`config.mk`:
```
export PLATFORM = sky130hd
export DESIGN_NAME = node_status_flags
export DESIGN_NICKNAME = d
export VERILOG_FILES = /design/src/verilog/node_status_flags.v /design/src/verilog/idle_timer.v
export VERILOG_INCLUDE_DIRS = /design/src /design/src/verilog
export SDC_FILE = /design/constraint.sdc
export NUM_CORES = 1
export LEC_CHECK = 0
export BUFFER_PORTS_ARGS = -buffer_cell sky130_fd_sc_hd__buf_4
export CAP_MARGIN = 5
export CORE_UTILIZATION = 25
export CTS_CLUSTER_SIZE = 28
export DETAILED_ROUTE_END_ITERATION = 16
export PLACE_DENSITY = 0.53
export SYNTH_ARGS = -nofsm -noshare
export SYNTH_HDL_FRONTEND = slang
export SYNTH_SLANG_ARGS = --single-unit
export TNS_END_PERCENT = 30
```
`constraint.sdc`:
```
create_clock -name clk -period 1.75 [get_ports clk]
set_input_delay 0.0875 -clock clk [delete_from_list [all_inputs] [get_ports clk]]
set_output_delay 0.0875 -clock clk [all_outputs]
set_load 0.01 [all_outputs]
```
`src/verilog/node_status_defines.vh`:
```
// Constants for the node status flag register block
`ifndef NODE_STATUS_DEFINES_VH
`define NODE_STATUS_DEFINES_VH

// Register word addresses (byte address = 4 * index)
`define ADDR_STATUS        4'h0
`define ADDR_MASK          4'h1
`define ADDR_CTRL          4'h2
`define ADDR_NODE_ID       4'h3
`define ADDR_ERR           4'h3
// Status bit positions
`define BIT_RI             7
`define BIT_POR            4
`define BIT_TEST           3
`define BIT_RECON          2
`define BIT_TMA            1
`define BIT_TA             0
// Reset values
`define STATUS_RESET       8'h91
`define MASK_RESET         8'h00
`define NODE_ID_RESET      8'h00
`define NODE_ID_ZERO       8'h00
// Control register bits (self-clearing command strobes)
`define CTRL_SOFT_RESET    0
`define CTRL_CLEAR_FLAGS   1
`define CTRL_EN_RX         2
`define CTRL_EN_TX         3
`define CTRL_DIS_TX        4
// Line idle time in microseconds and clock rate in MHz
`define IDLE_TIME_US       656
`define CLK_MHZ            20
// Read data for an unmapped address
`define UNMAPPED_DATA      32'h0000_0000

`endif

```
`src/verilog/node_status_flags.v`:
```
// Node status flag register with Avalon-MM register access
//
// Behaviour
// Receive-inhibited sets when a packet lands in the armed page; set after reset.
// Enable-receive command clears receive-inhibited.
// Interrupt when receive-inhibited and its mask bit are both set.
// While receive-inhibited, incoming packets are answered with a negative acknowledge.
// Bits six and five have no meaning; they read as zero here.
// Power-on flag sets on hardware or soft reset, or node ID written zero.
// Clear-flags command clears the power-on flag.
// Test bit three reads as zero in normal operation.
// Reconfiguration flag sets when the line idle timer expires after 656 us.
// Clear-flags command clears the reconfiguration flag.
// Reconfiguration with mask bit raises interrupt; host checks self-caused flag.
// Transmit-acknowledged sets on acknowledge; valid only once transmitter-available is set.
// Broadcast packets never set transmit-acknowledged.
// Enable-transmit command clears transmit-acknowledged.
// Transmitter-available sets after the last byte, or on disable-transmit command.
// After enable-transmit, transmitter-available clears when the token next arrives.
// Interrupt when transmitter-available and its mask bit are both set.
// Status register is eight bits and read-only; writes change nothing.
// Reset pattern is 1XX1_0001, undefined bits given as zero.
//
// Added by the designer: the Avalon-MM register port and the register addresses.
`include "node_status_defines.vh"

module node_status_flags #(
   parameter IDLE_CYCLES = `IDLE_TIME_US * `CLK_MHZ
) (
   // Clock and reset
   input  wire        clk,
   input  wire        rst_n,
   // Avalon-MM slave
   input  wire [3:0]  address,
   input  wire        read,
   input  wire        write,
   input  wire [31:0] writedata,
   input  wire [3:0]  byteenable,
   output reg  [31:0] readdata,
   output wire        waitrequest,
   output reg  [1:0]  response,
   // Receive and transmit engine events
   input  wire        receive_line_input,
   input  wire        rxPacketStored,
   input  wire        rxIncomingRequest,
   input  wire        txPacketAcked,
   input  wire        txBroadcast,
   input  wire        txLastByteSent,
   input  wire        tokenReceived,
   // Engine controls
   output reg         rxNakReply,
   output reg         rxEnabled,
   output reg         txEnabled,
   // Interrupt to host
   output reg         irq
);
   reg  [7:0]  status_q;
   reg  [7:0]  interrupt_mask_register;
   reg  [7:0]  nodeId_q;
   reg         txPending_q;
   reg         ack_q;
   reg         softReset;
   reg         clearFlags;
   reg         enRx;
   reg         enTx;
   reg         disTx;
   reg         nodeIdZero;
   wire        idleExpired;
   wire        wrLow;
   wire [7:0]  intPending;

   // Single-cycle access: the slave answers in the request cycle
   assign waitrequest = 1'b0;
   assign wrLow       = write && byteenable[0];

   // Line idle timer, held cleared while reconfiguration already flagged
   idle_timer #(
      .CYCLES     (IDLE_CYCLES)
   ) u_idle (
      .clk        (clk),
      .rst_n      (rst_n),
      .lineActive (receive_line_input),
      .enable     (!status_q[`BIT_RECON]),
      .expired    (idleExpired)
   );

   // Decode command strobes from control and node ID register writes
   always @* begin
      softReset  = wrLow && (address == `ADDR_CTRL) && writedata[`CTRL_SOFT_RESET];
      clearFlags = wrLow && (address == `ADDR_CTRL) && writedata[`CTRL_CLEAR_FLAGS];
      enRx       = wrLow && (address == `ADDR_CTRL) && writedata[`CTRL_EN_RX];
      enTx       = wrLow && (address == `ADDR_CTRL) && writedata[`CTRL_EN_TX];
      disTx      = wrLow && (address == `ADDR_CTRL) && writedata[`CTRL_DIS_TX];
      nodeIdZero = wrLow && (address == `ADDR_NODE_ID)
                   && (writedata[7:0] == `NODE_ID_ZERO);
   end

   // Mask and node ID registers
   always @(posedge clk) begin
      if (!rst_n) begin
         interrupt_mask_register <= `MASK_RESET;
         nodeId_q                <= `NODE_ID_RESET;
      end else begin
         if (wrLow && address == `ADDR_MASK)
            interrupt_mask_register <= writedata[7:0];
         if (wrLow && address == `ADDR_NODE_ID)
            nodeId_q <= writedata[7:0];
      end
   end

   // Status flags; status address itself ignores writes
   always @(posedge clk) begin
      if (!rst_n || softReset) begin
         status_q    <= `STATUS_RESET;
         txPending_q <= 1'b0;
         ack_q       <= 1'b0;
      end else begin
         // Receive inhibit: event set wins over command clear while the flag is clear; once set, enable-receive clears it
         if (rxPacketStored && !status_q[`BIT_RI])
            status_q[`BIT_RI] <= 1'b1;
         else if (enRx)
            status_q[`BIT_RI] <= 1'b0;
         // Power-on flag
         if (nodeIdZero)
            status_q[`BIT_POR] <= 1'b1;
         else if (clearFlags)
            status_q[`BIT_POR] <= 1'b0;
         // Test bit held low
         status_q[`BIT_TEST] <= 1'b0;
         status_q[6:5]       <= 2'b00;
         // Reconfiguration flag
         if (idleExpired)
            status_q[`BIT_RECON] <= 1'b1;
         else if (clearFlags)
            status_q[`BIT_RECON] <= 1'b0;
         // Acknowledge is latched, shown once transmitter-available rises
         if (txPacketAcked && !txBroadcast && txPending_q)
            ack_q <= 1'b1;
         else if (enTx)
            ack_q <= 1'b0;
         if (enTx)
            status_q[`BIT_TMA] <= 1'b0;
         else if (txLastByteSent && txPending_q)
            status_q[`BIT_TMA] <= ack_q
                                  || (txPacketAcked && !txBroadcast);
         // Transmitter available
         if ((txLastByteSent && txPending_q) || disTx) begin
            status_q[`BIT_TA] <= 1'b1;
            txPending_q       <= 1'b0;
         end else if (enTx) begin
            txPending_q       <= 1'b1;
         end else if (txPending_q && tokenReceived) begin
            status_q[`BIT_TA] <= 1'b0;
         end
      end
   end

   // Masked flags
   assign intPending = status_q & interrupt_mask_register;

   // Interrupt and engine controls, registered
   always @(posedge clk) begin
      if (!rst_n) begin
         irq        <= 1'b0;
         rxNakReply <= 1'b0;
         rxEnabled  <= 1'b0;
         txEnabled  <= 1'b0;
      end else begin
         irq        <= intPending[`BIT_RI] || intPending[`BIT_RECON]
                       || intPending[`BIT_TA];
         rxNakReply <= rxIncomingRequest && status_q[`BIT_RI];
         rxEnabled  <= !status_q[`BIT_RI];
         txEnabled  <= txPending_q;
      end
   end

   // Read data and response, valid in the request cycle
   always @* begin
      readdata = `UNMAPPED_DATA;
      response = 2'h0;
      if (read) begin
         case (address)
            `ADDR_STATUS:  readdata = {24'h000000, status_q};
            `ADDR_MASK:    readdata = {24'h000000, interrupt_mask_register};
            `ADDR_CTRL:    readdata = `UNMAPPED_DATA;
            `ADDR_NODE_ID: readdata = {24'h000000, nodeId_q};
            default:       response = 2'h2;
         endcase
      end
   end
endmodule

```
`src/verilog/idle_timer.v`:
```
// Line idle timer: pulses once when the receive line stays idle long enough
module idle_timer #(
   parameter CYCLES = 13120
) (
   // Clock and reset
   input  wire        clk,
   input  wire        rst_n,
   // Line activity and count enable
   input  wire        lineActive,
   input  wire        enable,
   // Expiry pulse
   output reg         expired
);
   reg  [31:0] count_q;

   // Count idle cycles, restart on activity, fire once per idle stretch
   always @(posedge clk) begin
      if (!rst_n || lineActive || !enable) begin
         count_q <= 32'h0000_0000;
         expired <= 1'b0;
      end else begin
         expired <= (count_q == CYCLES - 1);
         if (count_q != CYCLES)
            count_q <= count_q + 32'h0000_0001;
      end
   end
endmodule

```
# Yosys cells after proc, flatten, opt, wreduce, memory -nomap -nowiden
# Index checks and enable logic that the tools add are counted.
[totals]
ff_bits = 63
in_bits = 51
out_inout_bits = 39
elab_cells = 68
[op_classes]
addsub = 1
n_eq_ne = 5
mux = 8
bitwise_logic = 2
n_reduce_logical = 36
[op_table]
columns = ["operator", "n"]
rows = [
  ["32-bit by 1-bit adder with 32-bit output, second input constant", 1],
  ["32-bit by 14-bit equality test with 1-bit output, second input constant", 1],
  ["32-bit by 14-bit inequality test with 1-bit output, second input constant", 1],
  ["8-bit one-hot mux with 3 select lines", 1],
  ["1-bit logical AND", 16],
  ["8-bit AND", 1],
  ["4-bit by 2-bit equality test with 1-bit output, second input constant", 2],
  ["8-bit logical NOT", 1],
  ["8-bit 2-to-1 mux", 1],
  ["2-bit OR reduction", 4],
  ["1-bit logical OR", 7],
  ["4-bit by 1-bit equality test with 1-bit output, second input constant", 1],
  ["4-bit logical NOT", 1],
  ["1-bit 2-to-1 mux", 4],
  ["2-bit 2-to-1 mux", 2],
  ["2-bit nonzero test", 2],
  ["4-bit OR reduction", 1],
  ["1-bit logical NOT", 3],
  ["2-bit AND reduction", 1],
  ["1-bit NOT", 1],
]

# Longest topological paths before layout
[depth]
depth_word = 5
depth_mapped = 7
mapped_depth_nobuf = 6

# By module
# Synthesis repeated with hierarchy kept, for this count alone.
[unflattened]
hier_cells = 370
hier_area_um2 = 3255.6
[by_module_without_submodules]
columns = ["module", "n_inst", "cells_each", "area_each_um2"]
rows = [
  ["node_status_flags", 1, 190, 1684.1],
  ["idle_timer", 1, 180, 1571.5],
]

# Worst setup path after synthesis
# Ideal clock, no wire load.
[synth_path]
kind = "register to register"
startpoint = "register u_idle.count_q[1]"
endpoint = "register u_idle.count_q[18]"
setup_ns = 0.070
arrival_ns = 1.540
required_time_ns = 1.680
slack_ns = 0.140
path_stages_with_launch = 7
synth_period_minus_slack_ns = 1.610
cell_sequence = "dfxtp_1 -> ha_1 -> and3_1 -> buf_2 -> nand3_4 -> or4_1 -> a21oi_1"
[synth_via]
elab_chain_cells = 1
[synth_lines]
columns = ["item", "line", "rtl"]
rows = [
  ["from (decl)", "idle_timer.v:14", "reg [31:0] count_q;"],
  ["from (signal assigned)", "idle_timer.v:24", "count_q <= count_q + 32'h0000_0001;"],
  ["32-bit by 1-bit adder with 32-bit output or 32-bit by 14-bit inequality test with 1-bit output (tied branches)", "idle_timer.v:24, idle_timer.v:23", ""],
]
# Several ways; a longest one is shown, not always the timed one.
# A chain may end at the register's enable or synchronous reset.

# Worst setup path in the final report
[layout_path]
startpoint = "register u_idle.count_q[29]"
endpoint = "register u_idle.count_q[18]"
[layout_via]
elab_chain_cells = 1
[layout_lines]
columns = ["item", "line", "rtl"]
rows = [
  ["32-bit by 14-bit inequality test with 1-bit output", "idle_timer.v:23", "if (count_q != CYCLES)"],
]
# Every way passes these cells.

==> impl_summary.txt <==
----------------------------------------------------
[Power]
  Fraction of power consumed by the clock network ... 0.546
  Maximum vdd ir drop ... 0.000429 V
  Share of total power in combinational logic ... 0.050
  Power spent charging and discharging nets ... ~700 uW
  Internal Dissipation ... roughly 2.7 mW
  Switching share of total power ... 0.209
  Sequential cell fraction of total power ... 0.403
  Total design power ... ~3.4 mW
  Leakage power figure ... about 1.5 nW
  Cell Pwr Density ... slightly below 900 mW/mm^2

[Layout]
  Commonest non-fill, non-tap cell in the layout ... sky130_fd_sc_hd__dfxtp_1
  Nets ... approximately 450
  Layout overhead on the synthesized area ... 25.4%
  Layout cell share with drive strength beyond 1 ... 0.238
  End-of-flow core utilization ... 0.324
  Combined flip-flop and latch cell area ... 0.00120 sq mm
  Multi-input combinational cell area ... 0.00174 sq mm
  Fillers ... 1,301
  Antenna diode count ... 0
  Highest-count cells in the layout ignoring fill and taps ... sky130_fd_sc_hd__dfxtp_1 (60), sky130_fd_sc_hd__buf_4 (55), sky130_fd_sc_hd__nor2_1 (44)

[Logic synthesis]
  Cell count after synthesis ... approximately 350
  Count of flip-flops with a built-in enable after synthesis ... 0
  Cell area after technology mapping ... between 0.003 and 0.004 sq mm
  Share of the synthesized netlist area taken by xor and xnor gates ... 0.0701
  Count of synthesis-stage warnings from yosys ... 0
  Fraction of synthesized area in multiplexers ... 0.0801
  Dominant combinational cell family by area after synthesis ... simple AND/OR/NAND/NOR gates
  Post-synthesis simple-gate area fraction ... 0.314
  Synth cell types ... 52
  Synthesis-stage register bit count ... 60
  Average cell area after synthesis ... 9.03 sq um
  Adder and majority cell fraction of the synthesized area ... 0.00801
  Most instantiated flip-flop cell in the synthesis netlist ... sky130_fd_sc_hd__dfxtp_1
  Compound-cell area share of the yosys netlist ... 0.0476
  Proportion of synthesized chip area in sequential cells ... 0.384
  Async S/R FF share, synth ... 0

[Timing]
  Final worst-path cycle share ... 0.942
  Achievable frequency ... 607 MHz
  Post-route worst setup slack ... 102 ps
  # setup viols final ... 0
  Max Clock Skew ... between 8 and 9 ps
  Min Clock Period, post-route ... approximately 1600 ps
  Final-report hold violation count ... 0
  Final setup TNS ... 0 ps
  Final max-slew violation count ... 0
  RSZ-0062 raised after global routing ... no

[Global route]
  Maximum number of pins on one net before global-route repair ... 33
  Initial antenna violation count ... 0
  Global-route wire length before repair ... 10,900 microns
  Sum of overflow across all layers after global routing ... 0
  Gr usage total ... 0.108
  Via count of the first global-routing pass ... 2,327

[Clocking]
  Clock-pin slew on the worst setup and hold paths ... 50 ps
  Master cell of the clock root buffer ... sky130_fd_sc_hd__clkbuf_16
  Post-CTS Setup Repair Bufs ... 0
  # H-tree levels ... 3
  Clock tree from TritonCTS ... yes
  Max Buffers Root-to-Sink ... 2
  Hold-fix buffers, CTS ... 0
  Number of buffers created by CTS ... 9
  Clock network latency to the later pin of the worst-skew pair ... around 320 ps
  TritonCTS sink count ... 60

[Drt]
  DR WL/cell ... 11.4 microns
  Detailed Route WL ... around 6500 microns
  Router iterations before antenna repair ... 4
  Routed vias ... 2,399
  Antenna violation net count after detailed routing ... 0
  1st-iter DRT viols ... between 100 and 150
  Average vias per placed instance ... around 4.2
  Number of DRC violations after detailed routing ... 0

[Placement]
  Worst slack at placement ... -4.31 ps
  Placer congestion estimate ... about 0.77
  Number of buffer cells added on primary ports ... 36
  HPWL Detailed ... ~4700 microns

[Outcome]
  Outcome ... complete, no violations

[Setup path]
  Number of buffers and inverters on the critical path ... 1
  Cell with the largest stage delay on the worst path ... sky130_fd_sc_hd__or4_1
  Crit Path Category ... reg -> reg
  Stages on the worst setup path ... 6
  Biggest fanout along the worst timing path ... 5
  Endpoint required time on the critical path ... ~2000 ps
  Crit-path leading delay family ... simple AND/OR/NAND/NOR gates
  Worst Reg2Reg Path Length in Cells ... 6
  Crit path launch type ... register
  Cells traversed along the worst timing path ... and4bb_1 -> nand4b_1 -> nor3_2 -> buf_4 -> or4_1 -> a21oi_1
  Crit-path max cell delay ... approximately 470 ps
  Kind of end point of the critical path ... register
  Data arrival at the endpoint of the critical path ... between 1500 and 2000 ps

[Floorplanning]
  Horiz. Die Dim ... ~110 microns
  Boundary pin count ... 90
  Area enclosed by the die boundary ... about 0.013 sq mm
  Number of standard-cell rows in the floorplan ... 40
  Height of the chip ... ~110 microns
  Starting density of the core ... 0.258
  Area inside the core boundary ... between 0.01 and 0.015 sq mm

[Job]
  Number of max-cap violations ... 0

[Worst hold path]
  Worst hold-check path type ... in -> reg
  Instance count along the most critical hold path ... 2

----------------------------------------------------
-- cell usage after synthesis (6+ instances only) --
cell,n,area share
sky130_fd_sc_hd__xor2_1,6,0.017
sky130_fd_sc_hd__nand3_1,17,0.027
sky130_fd_sc_hd__nor4_1,8,0.016
sky130_fd_sc_hd__nor2_1,44,0.053
sky130_fd_sc_hd__nor2b_1,22,0.044
sky130_fd_sc_hd__o21ai_0,6,0.0096
sky130_fd_sc_hd__nor3_1,6,0.0096
sky130_fd_sc_hd__clkbuf_1,6,0.0072
sky130_fd_sc_hd__a21oi_1,14,0.022
sky130_fd_sc_hd__xnor2_1,19,0.053
sky130_fd_sc_hd__buf_4,26,0.062
sky130_fd_sc_hd__dfxtp_1,60,0.38
sky130_fd_sc_hd__nand2_1,14,0.017
sky130_fd_sc_hd__mux2i_1,25,0.080
sky130_fd_sc_hd__inv_1,8,0.0096
sky130_fd_sc_hd__nor3_2,6,0.019
-- metrics by stage --
step	area [sq um]	hold WS [ps]	std cells
after floorplan	3220	219	371
after global routing	3920	6.16	571
after detailed placement	3580	341	555
after global placement	3580	332	555
after CTS	3900	0.640	571
final	3920	7.18	571
-- routing by layer --
metal / GRT usage / share of wire / up-vias / wire length, microns
li1: - / - / 1236 / -
met5: 0 / 0 / - / 0
met4: 0.0416 / 0.015 / 0 / 97
met3: 0.0372 / 0.063 / 10 / 410
met2: 0.174 / 0.44 / 67 / 2840
met1: 0.132 / 0.49 / 1086 / 3160
-- power by group through the flow --
stage	clock (mW)	sequential, mW	combinational, mW
3_3_place_gp	0	1.41	0.172
5_1_grt	1.98	1.38	0.192
6_report	1.87	1.38	0.172
2_1_floorplan	0	1.41	0.138
3_5_place_dp	0	1.41	0.173
4_1_cts	1.91	1.38	0.173
-- area by class of cell --
class | instances | share of cell area
clock inverter | 2 | 0.00989
clock buffer | 14 | 0.0725
inverter | 8 | 0.00766
sequential | 60 | 0.306
timing repair buffer | 55 | 0.105
tap | 168 | 0.0536
multi-input combinational | 264 | 0.445
-- cells by family after synthesis --
logic type	after synthesis
AOI/OAI and AO/OA	26
and+or+nand+nor	160
DFF	60
buffers and inverters	47
other	1
muxes	25
adders and majority gates	2
xor gates and xnor gates	25
-- path summary, 6_finish.rpt --
kind / slack, ps / from / to
hold reg to reg: 470 / status_q[4]$_SDFFE_PP1P_ / status_q[4]$_SDFFE_PP1P_
hold / removal: 7 / rxIncomingRequest / rxNakReply$_SDFF_PN0_
setup reg to reg: 100 / u_idle.count_q[29]$_SDFFE_PP0P_ / u_idle.count_q[18]$_SDFFE_PP0P_
setup / recovery: 100 / u_idle.count_q[29]$_SDFFE_PP0P_ / u_idle.count_q[18]$_SDFFE_PP0P_
-- worst reg2reg max path, stage by stage, from the launching register on --
cell                       delay, ps
sky130_fd_sc_hd__dfxtp_1         380
sky130_fd_sc_hd__and4bb_1        230
sky130_fd_sc_hd__nand4b_1        140
sky130_fd_sc_hd__nor3_2           60
sky130_fd_sc_hd__buf_4           160
sky130_fd_sc_hd__or4_1           470
sky130_fd_sc_hd__a21oi_1         140
-- what timing repair did --
| item | in CTS | in global routing |
|---|---|---|
| hold endpoints to repair | 0 | 0 |
| resized for setup | 1 | 5 |
| setup endpoints to repair | 2 | 4 |
-- flip-flops by register name, summed over array words and instances (netlist names) --
register                 cells
ack_q                        1
interrupt_mask_register      8
irq                          1
nodeId_q                     8
rxEnabled                    1
rxNakReply                   1
status_q                     5
txEnabled                    1
txPending_q                  1
u_idle.count_q              32
u_idle.expired               1
No activity file was read; power rests on OpenSTA's default activity.
